## src/core/isp_pkg.sv

```systemverilog
/*
 Shared constants and carrier types for the ISA slave port that serves the boot PROM,
 the shared SRAM and the configuration data port.
 Assumes a 200 MHz system clock; private bus timing is built from 50 ns periods.
*/
package isp_pkg;

   // ----------------------------------------------------------------
   // Timing
   // ----------------------------------------------------------------
   localparam int unsigned CLK_PERIOD_NS  = 5;
   localparam int unsigned PRIV_PERIOD_NS = 50;
   localparam int unsigned PRIV_TICKS     = (PRIV_PERIOD_NS + CLK_PERIOD_NS - 1) / CLK_PERIOD_NS;
   localparam int unsigned SRAM_RD_PERIODS = 2;
   localparam int unsigned SRAM_WR_PERIODS = 3;
   localparam int unsigned PROM_PERIODS    = 3;
   localparam logic [4:0]  RD_LEN   = 5'(SRAM_RD_PERIODS * PRIV_TICKS);
   localparam logic [4:0]  WR_LEN   = 5'(SRAM_WR_PERIODS * PRIV_TICKS);
   localparam logic [4:0]  PROM_LEN = 5'(PROM_PERIODS * PRIV_TICKS);
   // Write strobe starts after the first falling edge, ends after the third
   localparam logic [4:0]  WE_ON    = 5'(PRIV_TICKS / 2);
   localparam logic [4:0]  WE_OFF   = 5'((SRAM_WR_PERIODS - 1) * PRIV_TICKS + PRIV_TICKS / 2);

   // ----------------------------------------------------------------
   // Reset values
   // ----------------------------------------------------------------
   localparam logic [15:0] SD_RST    = 16'h0000;
   localparam logic [15:0] ADDR_RST  = 16'h0000;
   localparam logic [7:0]  INDEX_RST = 8'h00;
   localparam logic [4:0]  TICK_RST  = 5'h00;

   // ----------------------------------------------------------------
   // States
   // ----------------------------------------------------------------
   typedef enum logic [2:0] {
      I_IDLE = 3'b000,
      I_PROM = 3'b001,
      I_SRD  = 3'b010,
      I_SWR  = 3'b011,
      I_HOLD = 3'b100
   } isp_isa_st_t;

   typedef enum logic [1:0] {
      E_IDLE = 2'b00,
      E_SRD  = 2'b01,
      E_SWR  = 2'b10,
      E_PROM = 2'b11
   } isp_eng_st_t;

   // ----------------------------------------------------------------
   // Carriers
   // ----------------------------------------------------------------
   typedef struct packed {
      logic [15:0] sa;
      logic        sbhe_n;
      logic        memr_n;
      logic        memw_n;
      logic        ref_n;
      logic        memcs16_n;
      logic        aen;
      logic        ior_n;
      logic        iow_n;
   } isp_isa_in_t;

   typedef struct packed {
      logic [15:0] addr;
      logic [7:0]  data;
      logic        data_oe;
      logic        boot_prom_select_n;
      logic        sram_output_enable_n;
      logic        sram_write_enable_n;
   } isp_prv_out_t;

endpackage

```

## src/core/isp_port.sv

```systemverilog
/*
 ISA bus slave port: boot PROM and shared SRAM memory cycles with write posting,
 word prefetch and ready stretching, plus the register index and config data ports.
 Assumes external decode drives the match inputs and MEMCS16, an arbiter grants
 the private bus, and the configuration word for the latched index arrives on
 cfg_read_data. All inputs are synchronous to sys_clk.
*/
// Overview of operation
// - Config read: write index to register index port, then read config data port
// - Boot PROM is an 8-bit part on the private bus, 64 Kbyte space
// - boot_prom_wide_cycles set selects 16-bit PROM cycles when MEMCS16 is asserted, clear selects 8-bit
// - Wide PROM read: stretch ready, fetch two bytes, drive word, hold till MEMR ends
// - Without SBHE ever seen since reset, every cycle is 8-bit
// - PROM select is low for exactly three 50 ns periods
// - SRAM cycles assumed 16-bit; board asserts MEMCS16 for them
// - SRAM access starts on REF inactive, command, match and, once SBHE is seen, MEMCS16; AEN ignored
// - SRAM writes are posted in a holding register and written later
// - New write while posting register full stretches ready until drained
// - SRAM read stretches ready while the prefetch buffer does not hold the word
// - Prefetch tag mismatch: stretch ready, read two SRAM bytes, then as a hit
// - Hit drives buffered word, releases ready, prefetches again after MEMR ends
// - Prefetches run between ISA cycles at successive word addresses
// - Any other private bus activity invalidates the prefetched word
// - SRAM read spans two periods, output enable throughout, sample at end
// - SRAM write spans three periods, strobe from first to third falling edge
`timescale 1ns/10ps
module isp_port
(
   input  wire logic                  sys_clk,
   input  wire logic                  sys_rst,
   input  wire isp_pkg::isp_isa_in_t  isa,
   input  wire logic [15:0]           sd_in,
   input  wire logic                  boot_prom_match_n,
   input  wire logic                  shared_memory_match_n,
   input  wire logic                  boot_prom_wide_cycles,
   input  wire logic                  register_index_port_sel,
   input  wire logic                  config_data_port_sel,
   input  wire logic [15:0]           cfg_read_data,
   input  wire logic                  prv_bus_gnt,
   input  wire logic                  net_prv_activity,
   input  wire logic [7:0]            private_data_bus_in,
   output logic [15:0]                sd_out,
   output logic                       sd_oe_lo,
   output logic                       sd_oe_hi,
   output logic                       iochrdy_o,
   output logic                       iochrdy_oe,
   output logic                       prv_bus_req,
   output logic [7:0]                 cfg_index,
   output isp_pkg::isp_prv_out_t      prv
);

   // ----------------------------------------------------------------
   // Helpers
   // ----------------------------------------------------------------
   function automatic logic [7:0] lane_byte(input logic [15:0] w, input logic hi);
      lane_byte = hi ? w[15:8] : w[7:0];
   endfunction

   isp_pkg::isp_isa_st_t ist_q;
   isp_pkg::isp_eng_st_t est_q;
   logic        sbhe_seen_q;
   logic        post_valid_q;
   logic [15:0] post_addr_q;
   logic [15:0] post_data_q;
   logic        post_two_q;
   logic        pf_valid_q;
   logic        pf_stale_q;
   logic [14:0] pf_tag_q;
   logic [15:0] pf_data_q;
   logic        pf_want_q;
   logic [14:0] pf_next_q;
   logic        prom_req_q;
   logic        prom_two_q;
   logic        prom_done_q;
   logic [15:0] prom_data_q;
   logic [15:0] job_addr_q;
   logic        job_two_q;
   logic        byte_q;
   logic [4:0]  tick_q;
   logic [7:0]  rd_lo_q;
   logic        was_read_q;

   logic wide, cmd_free, prom_cyc, sram_rd, sram_wr, pf_hit, post_take;
   logic dem_req, job_end, job_last, srd_done, swr_done, eng_start;

   // Byte enables steer a 16-bit cycle only once SBHE has shown life
   assign wide     = sbhe_seen_q && !isa.memcs16_n;
   assign cmd_free = isa.memr_n && isa.memw_n && isa.ior_n && isa.iow_n;
   assign prom_cyc = isa.ref_n && !boot_prom_match_n && !isa.memr_n;
   // AEN is deliberately not looked at for memory cycles
   assign sram_rd  = isa.ref_n && !shared_memory_match_n && !isa.memr_n
                     && (!isa.memcs16_n || !sbhe_seen_q);
   assign sram_wr  = isa.ref_n && !shared_memory_match_n && !isa.memw_n
                     && (!isa.memcs16_n || !sbhe_seen_q);
   assign pf_hit   = pf_valid_q && (pf_tag_q == isa.sa[15:1]);
   assign post_take = !post_valid_q && ((ist_q == isp_pkg::I_IDLE && sram_wr)
                      || ist_q == isp_pkg::I_SWR);
   assign dem_req  = (ist_q == isp_pkg::I_SRD) && !pf_hit;
   assign job_end  = (est_q == isp_pkg::E_SRD && tick_q == isp_pkg::RD_LEN)
                  || (est_q == isp_pkg::E_SWR && tick_q == isp_pkg::WR_LEN)
                  || (est_q == isp_pkg::E_PROM && tick_q == isp_pkg::PROM_LEN);
   assign job_last = job_end && (byte_q == job_two_q);
   assign srd_done = job_last && (est_q == isp_pkg::E_SRD);
   assign swr_done = job_last && (est_q == isp_pkg::E_SWR);
   assign eng_start = (est_q == isp_pkg::E_IDLE) && prv_bus_gnt
                      && (prom_req_q || post_valid_q || dem_req || pf_want_q);

   // ----------------------------------------------------------------
   // Width detection
   // ----------------------------------------------------------------
   always_ff @(posedge sys_clk)
   begin
      if (sys_rst)
         sbhe_seen_q <= 1'b0;
      else if (!isa.sbhe_n)
         sbhe_seen_q <= 1'b1;
   end

   // ----------------------------------------------------------------
   // ISA cycle sequencer
   // ----------------------------------------------------------------
   always_ff @(posedge sys_clk)
   begin
      if (sys_rst)
      begin
         ist_q      <= isp_pkg::I_IDLE;
         sd_out     <= isp_pkg::SD_RST;
         sd_oe_lo   <= 1'b0;
         sd_oe_hi   <= 1'b0;
         iochrdy_oe <= 1'b0;
         cfg_index  <= isp_pkg::INDEX_RST;
         prom_req_q <= 1'b0;
         prom_two_q <= 1'b0;
         was_read_q <= 1'b0;
      end
      else
      begin
         if (eng_start && prom_req_q)
            prom_req_q <= 1'b0;
         case (ist_q)
            isp_pkg::I_IDLE:
            begin
               sd_oe_lo   <= 1'b0;
               sd_oe_hi   <= 1'b0;
               iochrdy_oe <= 1'b0;
               was_read_q <= 1'b0;
               if (prom_cyc)
               begin
                  ist_q      <= isp_pkg::I_PROM;
                  iochrdy_oe <= 1'b1;
                  prom_req_q <= 1'b1;
                  prom_two_q <= boot_prom_wide_cycles && wide;
               end
               else if (sram_rd)
               begin
                  ist_q      <= isp_pkg::I_SRD;
                  iochrdy_oe <= !pf_hit;
               end
               else if (sram_wr)
               begin
                  // A full holding register stalls the bus, not the data
                  ist_q      <= post_valid_q ? isp_pkg::I_SWR : isp_pkg::I_HOLD;
                  iochrdy_oe <= post_valid_q;
               end
               else if (!isa.aen && register_index_port_sel && !isa.iow_n)
               begin
                  cfg_index <= sd_in[7:0];
                  ist_q     <= isp_pkg::I_HOLD;
               end
               else if (!isa.aen && config_data_port_sel && !isa.ior_n)
               begin
                  sd_out   <= cfg_read_data;
                  sd_oe_lo <= 1'b1;
                  sd_oe_hi <= wide;
                  ist_q    <= isp_pkg::I_HOLD;
               end
            end
            isp_pkg::I_SWR:
            begin
               if (!post_valid_q)
               begin
                  iochrdy_oe <= 1'b0;
                  ist_q      <= isp_pkg::I_HOLD;
               end
            end
            isp_pkg::I_SRD:
            begin
               iochrdy_oe <= !pf_hit;
               if (pf_hit)
               begin
                  if (wide)
                  begin
                     sd_out   <= pf_data_q;
                     sd_oe_lo <= !isa.sa[0];
                     sd_oe_hi <= !isa.sbhe_n;
                  end
                  else
                  begin
                     sd_out   <= {8'h00, lane_byte(pf_data_q, isa.sa[0])};
                     sd_oe_lo <= 1'b1;
                  end
                  was_read_q <= 1'b1;
                  ist_q      <= isp_pkg::I_HOLD;
               end
            end
            isp_pkg::I_PROM:
            begin
               if (prom_done_q)
               begin
                  iochrdy_oe <= 1'b0;
                  if (prom_two_q)
                  begin
                     sd_out   <= prom_data_q;
                     sd_oe_lo <= 1'b1;
                     sd_oe_hi <= 1'b1;
                  end
                  else
                  begin
                     sd_out   <= {8'h00, prom_data_q[7:0]};
                     sd_oe_lo <= 1'b1;
                  end
                  ist_q <= isp_pkg::I_HOLD;
               end
            end
            isp_pkg::I_HOLD:
            begin
               if (cmd_free)
               begin
                  sd_oe_lo <= 1'b0;
                  sd_oe_hi <= 1'b0;
                  ist_q    <= isp_pkg::I_IDLE;
               end
            end
            default:
               ist_q <= isp_pkg::I_IDLE;
         endcase
      end
   end

   // ----------------------------------------------------------------
   // Write posting
   // ----------------------------------------------------------------
   always_ff @(posedge sys_clk)
   begin
      if (sys_rst)
      begin
         post_valid_q <= 1'b0;
         post_addr_q  <= isp_pkg::ADDR_RST;
         post_data_q  <= isp_pkg::SD_RST;
         post_two_q   <= 1'b0;
      end
      else if (post_take)
      begin
         post_valid_q <= 1'b1;
         post_two_q   <= wide && !isa.sbhe_n && !isa.sa[0];
         post_addr_q  <= isa.sa;
         if (wide && !isa.sbhe_n && !isa.sa[0])
            post_data_q <= sd_in;
         else
            post_data_q <= {8'h00, lane_byte(sd_in, wide && isa.sa[0])};
      end
      else if (swr_done)
         post_valid_q <= 1'b0;
   end

   // ----------------------------------------------------------------
   // Prefetch buffer
   // ----------------------------------------------------------------
   always_ff @(posedge sys_clk)
   begin
      if (sys_rst)
      begin
         pf_valid_q <= 1'b0;
         pf_stale_q <= 1'b0;
         pf_tag_q   <= 15'h0000;
         pf_data_q  <= isp_pkg::SD_RST;
         pf_want_q  <= 1'b0;
         pf_next_q  <= 15'h0000;
      end
      else
      begin
         if (srd_done)
         begin
            pf_data_q  <= {private_data_bus_in, rd_lo_q};
            pf_tag_q   <= job_addr_q[15:1];
            // A write posted mid-fetch may target this word
            pf_valid_q <= !pf_stale_q && !post_take && !net_prv_activity;
            pf_stale_q <= 1'b0;
         end
         else if (post_take || net_prv_activity
                  || (eng_start && (prom_req_q || post_valid_q)))
         begin
            pf_valid_q <= 1'b0;
            // A fetch launched in this same cycle would read the word before the write
            pf_stale_q <= (est_q == isp_pkg::E_SRD)
                          || (eng_start && !prom_req_q && !post_valid_q);
         end
         if (ist_q == isp_pkg::I_SRD && pf_hit)
            pf_next_q <= isa.sa[15:1] + 15'h0001;
         if (ist_q == isp_pkg::I_HOLD && cmd_free && was_read_q)
            pf_want_q <= 1'b1;
         else if (eng_start && !prom_req_q && !post_valid_q && !dem_req)
            pf_want_q <= 1'b0;
      end
   end

   // ----------------------------------------------------------------
   // Private bus engine
   // ----------------------------------------------------------------
   always_ff @(posedge sys_clk)
   begin
      if (sys_rst)
      begin
         est_q       <= isp_pkg::E_IDLE;
         tick_q      <= isp_pkg::TICK_RST;
         byte_q      <= 1'b0;
         job_addr_q  <= isp_pkg::ADDR_RST;
         job_two_q   <= 1'b0;
         rd_lo_q     <= 8'h00;
         prom_data_q <= isp_pkg::SD_RST;
         prom_done_q <= 1'b0;
         prv_bus_req <= 1'b0;
      end
      else
      begin
         prom_done_q <= 1'b0;
         prv_bus_req <= (est_q != isp_pkg::E_IDLE) || prom_req_q || post_valid_q
                        || dem_req || pf_want_q;
         case (est_q)
            isp_pkg::E_IDLE:
            begin
               tick_q <= isp_pkg::TICK_RST;
               byte_q <= 1'b0;
               if (eng_start)
               begin
                  if (prom_req_q)
                  begin
                     est_q      <= isp_pkg::E_PROM;
                     job_two_q  <= prom_two_q;
                     job_addr_q <= prom_two_q ? {isa.sa[15:1], 1'b0} : isa.sa;
                  end
                  else if (post_valid_q)
                  begin
                     est_q      <= isp_pkg::E_SWR;
                     job_two_q  <= post_two_q;
                     job_addr_q <= post_addr_q;
                  end
                  else
                  begin
                     est_q      <= isp_pkg::E_SRD;
                     job_two_q  <= 1'b1;
                     job_addr_q <= {dem_req ? isa.sa[15:1] : pf_next_q, 1'b0};
                  end
               end
            end
            isp_pkg::E_SRD, isp_pkg::E_SWR, isp_pkg::E_PROM:
            begin
               tick_q <= tick_q + 5'h01;
               if (job_end)
               begin
                  tick_q <= isp_pkg::TICK_RST;
                  byte_q <= 1'b1;
                  if (!byte_q)
                     rd_lo_q <= private_data_bus_in;
                  if (est_q == isp_pkg::E_PROM)
                  begin
                     if (byte_q)
                        prom_data_q[15:8] <= private_data_bus_in;
                     else
                        prom_data_q <= {8'h00, private_data_bus_in};
                  end
                  if (job_last)
                  begin
                     est_q       <= isp_pkg::E_IDLE;
                     prom_done_q <= est_q == isp_pkg::E_PROM;
                  end
               end
            end
            default:
               est_q <= isp_pkg::E_IDLE;
         endcase
      end
   end

   // ----------------------------------------------------------------
   // Private bus pins
   // ----------------------------------------------------------------
   // Strobes lag the engine by one clock; the engine samples one tick late to match
   always_ff @(posedge sys_clk)
   begin
      if (sys_rst)
      begin
         prv       <= '{isp_pkg::ADDR_RST, 8'h00, 1'b0, 1'b1, 1'b1, 1'b1};
         iochrdy_o <= 1'b0;
      end
      else
      begin
         iochrdy_o <= 1'b0;
         prv.addr  <= job_addr_q + {15'h0000, byte_q};
         prv.data  <= lane_byte(post_data_q, byte_q);
         prv.data_oe <= (est_q == isp_pkg::E_SWR) && (tick_q < isp_pkg::WR_LEN);
         prv.boot_prom_select_n <= !((est_q == isp_pkg::E_PROM)
                                     && (tick_q < isp_pkg::PROM_LEN));
         prv.sram_output_enable_n <= !((est_q == isp_pkg::E_SRD)
                                       && (tick_q < isp_pkg::RD_LEN));
         prv.sram_write_enable_n <= !((est_q == isp_pkg::E_SWR)
                                      && (tick_q >= isp_pkg::WE_ON)
                                      && (tick_q < isp_pkg::WE_OFF));
      end
   end

endmodule

```

## config.mk

```make
export PLATFORM = sky130hd
export DESIGN_NAME = isp_port
export DESIGN_NICKNAME = d
export VERILOG_FILES = /design/src/core/isp_pkg.sv /design/src/core/isp_port.sv
export SDC_FILE = /design/constraint.sdc
export NUM_CORES = 1
export LEC_CHECK = 0
export BUFFER_PORTS_ARGS = -buffer_cell sky130_fd_sc_hd__buf_2
export CAP_MARGIN = 30
export CORE_MARGIN = 2
export CORE_UTILIZATION = 50
export DETAILED_ROUTE_END_ITERATION = 8
export PLACE_DENSITY = 0.82
export SYNTH_ARGS = -nofsm -noshare
export SYNTH_HDL_FRONTEND = slang
export SYNTH_SLANG_ARGS = --single-unit
export TNS_END_PERCENT = 30
```

## constraint.sdc

```tcl
create_clock -name sys_clk -period 3.18 [get_ports sys_clk]
set_clock_uncertainty 0.2 [all_clocks]
set_input_delay 0.795 -clock sys_clk [delete_from_list [all_inputs] [get_ports sys_clk]]
set_output_delay 0.795 -clock sys_clk [all_outputs]
set_load 0.03 [all_outputs]
```

# Yosys cells after proc, flatten, opt, wreduce, memory -nomap -nowiden
# Index checks and enable logic that the tools add are counted.
[word_totals]
regBits = 196
word_cells = 262
[op_classes]
addsub = 3
magnitude_cmp = 4
n_eq_ne = 26
n_mux = 79
bitwise = 7
n_reduce_logical = 107
[ops]
columns = ["cell", "n"]
rows = [
  ["$mux 16", 12],
  ["$pmux 16 s3", 1],
  ["$logic_and 1x1->1", 46],
  ["$mux 1", 37],
  ["$mux 8", 4],
  ["$mux 3", 10],
  ["$ne 2x2->1 const B", 13],
  ["$logic_not 1->1", 21],
  ["$add 16x1->16", 1],
  ["$add 15x1->15 const B", 1],
  ["$eq 15x15->1", 1],
  ["$lt 5x5->1 const B", 3],
  ["$mux 15", 1],
  ["$pmux 3 s5", 1],
  ["$logic_or 1x1->1", 14],
  ["$pmux 1 s4", 3],
  ["$reduce_and 3->1", 4],
  ["$eq 5x5->1 const B", 2],
  ["$mux 2", 5],
  ["$pmux 5 s2", 1],
  ["$reduce_and 5->1", 2],
  ["$reduce_bool 2->1", 5],
  ["$reduce_and 4->1", 2],
  ["$reduce_and 8->1", 1],
  ["other kinds (23)", 35],
]

# Logic depth before layout (Yosys ltp)
# Gate-level depths: netlist of run 1.
[logic_depth]
word_depth = 12
depth_mapped = 10
ltp_nobuf = 8

# Worst setup path after synthesis of run 1
# No wires, ideal clock.
[synth_path]
kind = "input -> register"
start = "input isa[11] in the netlist's numbering"
end = "register sd_out[2]"
t_arrival_ps = 2623
t_required_ps = 2908
path_slack_ps = 286
cell_stages = 10
path_buffers = 4
path_cell_list = "clkbuf_1 > xnor2_1 > nand4_1 > or4_1 > buf_4 > a21oi_4 > and2_1 > buf_6 > buf_6 > mux2i_1"
[synth_between]
elab_chain_cells = 4
[synth_rtl]
columns = ["element", "line", "text"]
rows = [
  ["start, declared", "isp_port.sv:31", "input wire isp_pkg::isp_isa_in_t isa,"],
  ["$eq 15x15->1", "isp_port.sv:95", "assign pf_hit = pf_valid_q && (pf_tag_q == isa.sa[15:1]);"],
  ["$logic_and 1x1->1", "isp_port.sv:95", ""],
  ["$ne 2x2->1 (no source line)", "-", ""],
  ["$reduce_and 8->1 (no source line)", "-", ""],
  ["end signal, assigned", "isp_port.sv:127", "sd_out <= isp_pkg::SD_RST;"],
  ["end signal, assigned", "isp_port.sv:172", "sd_out <= cfg_read_data;"],
  ["end signal, assigned", "isp_port.sv:193", "sd_out <= pf_data_q;"],
  ["end, declared", "isp_port.sv:42", "output logic [15:0] sd_out,"],
]
# Every way passes these cells.
# A chain may end at the register's enable or synchronous reset.

# Worst setup path after layout of run 1
[layout_path]
start = "input isa[16] in the netlist's numbering"
end = "register job_addr_q[3]"
[layout_between]
elab_chain_cells = 8
word_cells_on_any_way = 11
[layout_rtl]
columns = ["element", "line", "text"]
rows = [
  ["$eq 15x15->1 (*)", "isp_port.sv:95", ""],
  ["$logic_and 1x1->1 (*)", "isp_port.sv:95", ""],
  ["$logic_not 1->1 (*)", "isp_port.sv:98", "assign dem_req = (ist_q == isp_pkg::I_SRD) && !pf_hit;"],
  ["$logic_and 1x1->1 (*)", "isp_port.sv:98", ""],
  ["$logic_or 1x1->1 (2 in a row)", "isp_port.sv:106", "&& (prom_req_q || post_valid_q || dem_req || pf_want_q);"],
  ["$logic_and 1x1->1", "isp_port.sv:106", ""],
  ["$reduce_and 2->1 (no source line)", "-", ""],
  ["end signal, assigned", "isp_port.sv:317", "job_addr_q <= isp_pkg::ADDR_RST;"],
  ["end signal, assigned", "isp_port.sv:340", "job_addr_q <= prom_two_q ? {isa.sa[15:1], 1'b0} : isa.sa;"],
  ["end signal, assigned", "isp_port.sv:346", "job_addr_q <= post_addr_q;"],
  ["end, declared", "isp_port.sv:76", "logic [15:0] job_addr_q;"],
]
# Mark *: on every way between the ends. The rest lies on a longest branch, timed or not.

==> flow_summary_export.csv, run 1 <==
group,metric,value,unit
status,status,"finished clean",
critical_path,critPathMaxFanout,13,
layout,regArea,0.00392,mm2
die,die_area,0.0194,mm2
place,dp_cells,1443,
yosys,yosysTopAreaCell,"dfxtp_1",
timing,drv_slew,0,
detailed_routing,ant_nets,0,
place,place.gp.congestion,0.893,
yosys,synthSimpleGateAreaFrac,21.4,%
grt,grt_use_met3,4.75,%
grt,grt_pass1_wl,39.7,mm
clocking,cts_root_buffer,"clkbuf_16",
yosys,synth_top_family_by_area,"simple AND/OR/NAND/NOR gates",
layout,design_area,0.0107,mm2
timing,finalCritPeriodShare,87.2,%
critical_path,r2r_start,"pf_tag_q[7]",
die,rows,49,
grt,first_global_vias,7775,
die,start_util,51.0,%
die,die_h,139,um
clocking,cts_tree,"done",
detailed_routing,drc_errors,0,
clocking,clock-sinks,196,
yosys,synth.ff_latch_count,196,
clocking,post_cts_resized,0,
layout,fin_util,59.4,%
clocking,postCtsHoldBufs,0,
timing,hold_viol,0,
die,boundaryPins,130,
critical_path,end_kind,"flip-flop",
detailed_routing,drt_wl_total,24.6,mm
yosys,synthXorXnorAreaFrac,4.02,%
yosys,synth_fp_nets,1218,
yosys,synth_compound_area_share,20.8,%
critical_path,critPathLaunch,"isa[16]",
yosys,async_flop_share,0,%
timing,setup_tns,0,ns
flow_run,maxCapViolCount,0,
yosys,synth.distinct_cells,61,
layout,drive_above_1_share,18.7,%
timing,maxSlewHeadroom,44.6,%
timing,min_period,2.77,ns
yosys,avgSynthCellArea,8.04,um2
layout,nFillCells,1556,
yosys,yosys-top-cells-area,"dfxtp_1, nand2_1, a21oi_1",
pwr,p_per_area,536,mW/mm2
layout,n_antenna_cell,0,
yosys,synth_flop_cell,"dfxtp_1",
layout,area_growth,16.6,%
yosys,synth_top_area_share,42.9,%
die,core,0.0180,mm2
timing,rsz0062_at_grt,"no",
place,placed_area,0.0101,mm2
clocking,clk_pin_slew,0.08,ns
timing,tightest_slew,0.825,ns
detailed_routing,drt_iter0_markers,822,
grt,track_usage,25.0,%
grt,grt_max_degree,76,
critical_path,worst_setup_path_start_kind,"primary input",
clocking,numCtsBuffers,17,
pwr,power,5.72,mW
pwr,leakagePower,3.91,nW
grt,grt_use_met2,38.4,%
yosys,synth_fa_ha_area_share,0.930,%
critical_path,arrival,2.92,ns
layout,mostFrequentLayoutCell,"dfxtp_1",
critical_path,setup.worst_path.class,"primary input to flip-flop",
place,place_ws,-0.00108,ns
grt,gr-total-overflow,0,
yosys,synth_edf_count,0,
yosys,synth_area,0.00915,mm2
layout,final_cell_mix,"dfxtp_1, nand2_1, a21oi_1",
yosys,yosys-mux-area-fraction,4.61,%
layout,multi_input_area,0.00475,mm2
detailed_routing,dr.pass1.iters,9,
clocking,htreeDepth,4,
detailed_routing,vias,8541,
detailed_routing,wire_per_inst,16.7,um
yosys,ys_warn_count,0,
die,die_x,139,um
yosys,syn_inst,1139,
clocking,postCtsSetupBuffers,0,
place,place_hpwl,16.9,mm
critical_path,worstPathRequired,3.33,ns
timing,clock.fmax,361,MHz
clocking,clkLatencyLatePin,0.44,ns
layout,finalNetCount,1312,
timing,setup_slack,0.408,ns
pwr,vdd_drop_max,466,uV
timing,final-setup-viol-count,0,
layout,fin_cells,1475,
grt,gr-usage-met1,35.6,%
min_path,holdCritPathClass,"flip-flop to flip-flop",
grt,grt_busiest_layer,"met2",
timing,whs,0.246,ns
yosys,yosysSeqAreaShare,42.9,%
detailed_routing,avgViaCountPerCell,5.79,
clocking,clock_path_buffers,2,
place,port_buffers,128,
grt,antenna_found_initial,0,
min_path,holdCritStartpoint,"rd_lo_q[6]",
-- final timing paths --
check        cells after the start             to  slack [ns]
max                              8  job_addr_q[3]        0.41
min                              2   pf_data_q[6]        0.25
max reg2reg                      7  job_addr_q[3]        0.53
min reg2reg                      2   pf_data_q[6]        0.25
-- power breakdown --
part	switching, mW	leakage, nW	internal (mW)
Sequential	0.0693	1.59	2.55
Clock	1.07	0.304	1.16
Combinational	0.558	2.02	0.309
-- cell families after synthesis --
logic type / Yosys count
XOR/XNOR: 42
other: 1
buffers and inverters: 117
flip-flops: 196
multiplexers: 42
adder cells (fa/ha/maj): 7
AO/OA/AOI/OAI: 288
AND/OR/NAND/NOR: 446
-- synthesized netlist by cell type (2+ instances only) --
| cell type | count |
|---|---|
| nor4_2 | 2 |
| nand2b_1 | 15 |
| nand3b_1 | 2 |
| nand3_1 | 44 |
| dfxtp_1 | 196 |
| a32oi_1 | 9 |
| buf_2 | 17 |
| o21a_1 | 2 |
| a221oi_1 | 8 |
| a222oi_1 | 9 |
| nand4_1 | 8 |
| nor3_1 | 13 |
| or3_1 | 11 |
| o22ai_1 | 8 |
| a211oi_2 | 2 |
| nor2_1 | 126 |
| inv_1 | 19 |
| nand2_1 | 195 |
| buf_1 | 6 |
| o21ai_0 | 28 |
| mux2i_1 | 41 |
| ha_1 | 6 |
| a21oi_2 | 2 |
| nor4_1 | 2 |
| clkbuf_1 | 68 |
| or4_1 | 2 |
| a311oi_2 | 9 |
| o31a_1 | 3 |
| a311oi_1 | 17 |
| and2_1 | 4 |
| a31oi_1 | 17 |
| nor2b_1 | 7 |
| a21oi_1 | 132 |
| buf_4 | 3 |
| o31ai_1 | 2 |
| xnor2_1 | 29 |
| xor2_1 | 13 |
| buf_6 | 3 |
| a22oi_1 | 8 |
| or2_2 | 3 |
| and3_1 | 7 |
| a211oi_1 | 22 |
-- flip-flops by register name, summed over array words and instances (netlist names), 3 cells and up --
register / flops
pf_next_q: 15
post_data_q: 16
job_addr_q: 16
ist_q: 3
rd_lo_q: 8
tick_q: 5
pf_data_q: 16
post_addr_q: 16
sd_out: 16
cfg_index: 8
prom_data_q: 16
pf_tag_q: 15
prv: 28
-- layout make-up --
type                       instances  area share, %
tap                              229           2.68
sequential                       196           36.8
timing repair buffer             172           9.58
inverter                          20          0.703
multi-input combinational        826           44.5
clock inverter                    14           1.68
clock buffer                      18           4.11
-- layer usage --
layer	vias up	wire length, um
met2	424	11000
li1	4177	-
met5	-	0
met1	3903	11000
met3	37	2170
met4	0	400
-- worst max-delay path: stages --
cell and delay, ns:
buf_2 0.11, xnor2_1 0.19, nand4_1 0.22, or4_1 0.73, a21oi_2 0.26, a21oi_2 0.16, buf_8 0.23, a311oi_1 0.21
Power figures use the tool's default switching activity.
==> run 2, diff against run 1 <==
--- a/config.mk
+++ b/config.mk
@@ -5,7 +5,8 @@
 export SDC_FILE = /design/constraint.sdc
 export NUM_CORES = 1
 export LEC_CHECK = 0
-export BUFFER_PORTS_ARGS = -buffer_cell sky130_fd_sc_hd__buf_2
+export ABC_AREA = 1
+export BUFFER_PORTS_ARGS = -buffer_cell sky130_fd_sc_hd__buf_4
 export CAP_MARGIN = 30
 export CORE_MARGIN = 2
 export CORE_UTILIZATION = 50
==> run 2 against run 1 <==
  * Cell area grew 0.63%
  * Combinational power grew 53%
  * Critical path depth is the same
  * Die area shrank 1.8%
  * Largest cell class unchanged
  * Area after synthesis shrank 1.8%
==> flow_summary_export.csv, run 2 <==
group,metric,value,unit
yosys,synth_commonest_cells,"nand2_1, dfxtp_1, a21oi_1, o21ai_0, nor2_1",
clocking,cts_root_buffer,"clkbuf_16",
clocking,numCtsBuffers,17,
min_path,holdCritStartpoint,"cfg_index[6]",
yosys,yosysTopAreaCell,"dfxtp_1",
layout,regMostFlops,"prv",
timing,rsz0062_at_grt,"no",
yosys,synth_flop_cell,"dfxtp_1",
pwr,p_seq_share,43.3,%
grt,grt_pass1_wl,41.1,mm
flow_run,maxCapViolCount,0,
critical_path,crit_top_cell,"inv_2",
timing,maxSlewHeadroom,35.9,%
clocking,post_cts_resized,0,
layout,mostFrequentLayoutCell,"nand2_1",
critical_path,critPathMaxFanout,44,
layout,final_cell_mix,"nand2_1, dfxtp_1, a21oi_1",
clocking,postCtsHoldBufs,0,
die,boundaryPins,130,
pwr,vdd_drop_max,470,uV
die,die_x,138,um
status,status,"finished clean",
detailed_routing,dr.pass1.iters,5,
yosys,synth.ff_latch_count,196,
place,port_buffers,128,
critical_path,crit_chain,"inv_2 > nor2_2 > inv_2 > o31ai_2 > nand3_2 > buf_12 > o21ai_0 > a21oi_1",
timing,setup_slack,0.653,ns
detailed_routing,drt_wl_total,24.8,mm
critical_path,end_kind,"flip-flop",
pwr,p_int,4.37,mW
die,core,0.0178,mm2
layout,fin_util,60.4,%
grt,grt_max_degree,98,
yosys,synth_top_area_share,43.7,%
clocking,cts_tree,"done",
critical_path,r2r_start,"est_q[0]",
critical_path,worst_setup_path_start_kind,"flip-flop",
pwr,power.switching,1.92,mW
die,start_util,50.5,%
die,rows,49,
yosys,synth_fp_nets,1361,
timing,hold_viol,0,
pwr,p_comb_share,21.1,%
clocking,clock_path_buffers,2,
clocking,postCtsSetupBuffers,0,
timing,whs,0.252,ns
timing,clock.fmax,396,MHz
timing,drv_slew,0,
pwr,leakagePower,4.61,nW
yosys,syn_inst,1282,
critical_path,reg2regPathDepth,8,
place,place.gp.congestion,0.914,
yosys,async_flop_share,0,%
critical_path,setup.worst_path.class,"flip-flop to flip-flop",
detailed_routing,avgViaCountPerCell,5.49,
timing,tightest_slew,0.961,ns
pwr,pwr-share-clk,35.7,%
die,die_h,138,um
min_path,holdCritPathClass,"flip-flop to flip-flop",
critical_path,worstPathRequired,3.28,ns
yosys,yosysSeqAreaShare,43.7,%
critical_path,rr_endpoint,"pf_data_q[3]",
clocking,clkLatencyLatePin,0.43,ns
yosys,synth_edf_count,0,
layout,n_antenna_cell,0,
grt,antenna_found_initial,0,
die,die_area,0.0191,mm2
place,place_hpwl,17.4,mm
yosys,yosys-top-cells-area,"dfxtp_1, nand2_1, a21oi_1",
place,placed_area,0.0101,mm2
layout,design_area,0.0107,mm2
detailed_routing,drt_iter0_markers,917,
clocking,clk_pin_slew,0.07,ns
yosys,avgSynthCellArea,7.01,um2
timing,setup_tns,0,ns
yosys,synth_area,0.00898,mm2
layout,nFillCells,1578,
layout,finalNetCount,1465,
min_path,hold_end,"cfg_index[6]",
min_path,whs_path_depth,2,
critical_path,cp_slowest_cell,"dfxtp_1",
critical_path,arrival,2.63,ns
place,place_ws,0.323,ns
detailed_routing,wire_per_inst,15.2,um
pwr,power,6.29,mW
timing,final-setup-viol-count,0,
pwr,p_per_area,586,mW/mm2
critical_path,slowest_delay,0.49,ns
layout,drive_above_1_share,14.9,%
place,dp_cells,1596,
layout,fin_cells,1628,
critical_path,regToRegSetupSlack,0.65,ns
detailed_routing,vias,8943,
yosys,ys_warn_count,0,
detailed_routing,ant_nets,0,
critical_path,crit_buf_inv,3,
clocking,clock-sinks,196,
detailed_routing,drc_errors,0,
clocking,htreeDepth,4,
layout,area_growth,19.6,%
yosys,synth.distinct_cells,40,
pwr,p_sw_share,30.6,%
timing,finalCritPeriodShare,79.5,%
yosys,synth.most_common_cell,"nand2_1",
grt,track_usage,26.1,%
timing,min_period,2.53,ns
grt,gr-total-overflow,0,
layout,largest_register_ffs,28,
grt,first_global_vias,8470,
critical_path,crit_family,"compound AO/OA/AOI/OAI gates",
-- run 2: changes by cell type in the layout (fill, tap and decap cells not counted), moves of 17 or more --
cell      delta
nand3_1     +38
buf_2      -127
o21ai_0    +108
a311oi_1    -17
mux2i_1     -41
a211oi_1    -20
inv_1      +108
a21oi_1     +20
nand2_1     +59
buf_4      +104
xnor2_1     -26
-- run 2: final cells by class --
type	count	area (um2)	share of cell area, %
clock buffer	21	470	4.38
clock inverter	11	150	1.40
inverter	141	529	4.93
multi-input combinational	883	4240	39.5
sequential	196	3920	36.5
tap	229	287	2.67
timing repair buffer	147	1140	10.6
-- run 2: tightest hold or removal path, delay by kind of cell, from the launching register on --
kind | cells | cell delay (ns)
flops | 1 | 0.32
compound gates | 1 | 0.05
buf+inv | 1 | 0.05
-- run 2: power groups by stage --
stage | registers, mW | clock network, mW | logic, mW
2_1_floorplan | 2.93 | 0 | 0.720
3_3_place_gp | 2.77 | 0 | 1.28
3_5_place_dp | 2.77 | 0 | 1.30
4_1_cts | 2.72 | 2.27 | 1.31
5_1_grt | 2.74 | 2.37 | 1.46
6_report | 2.72 | 2.24 | 1.33
-- run 2: routing by layer --
layer | vias up | wire length, um | track usage [%]
li1 | 4408 | - | -
met1 | 4037 | 10800 | 35.3
met2 | 435 | 10900 | 40.0
met3 | 63 | 2300 | 6.23
met4 | 0 | 801 | 11.3
met5 | - | 0 | 0
-- run 2: worst max path at each step --
stage | start | to | cells past startpoint
final | est_q[0] | pf_data_q[3] | 8
after global routing | est_q[0] | pf_tag_q[7] | 9
after CTS | ist_q[0] | job_addr_q[3] | 9
after detailed placement | isa[22] | job_addr_q[3] | 14
after global placement | isa[22] | job_addr_q[3] | 14
after floorplan | isa[3] | sd_oe_lo | 8
-- run 2: cells by family after synthesis --
group	synth area share (%)
fa+ha+maj	0.836
buf+inv	9.18
compound gates	18.7
simple gates	26.0
xor+xnor	1.56
other cells	0.0417
flops	43.7
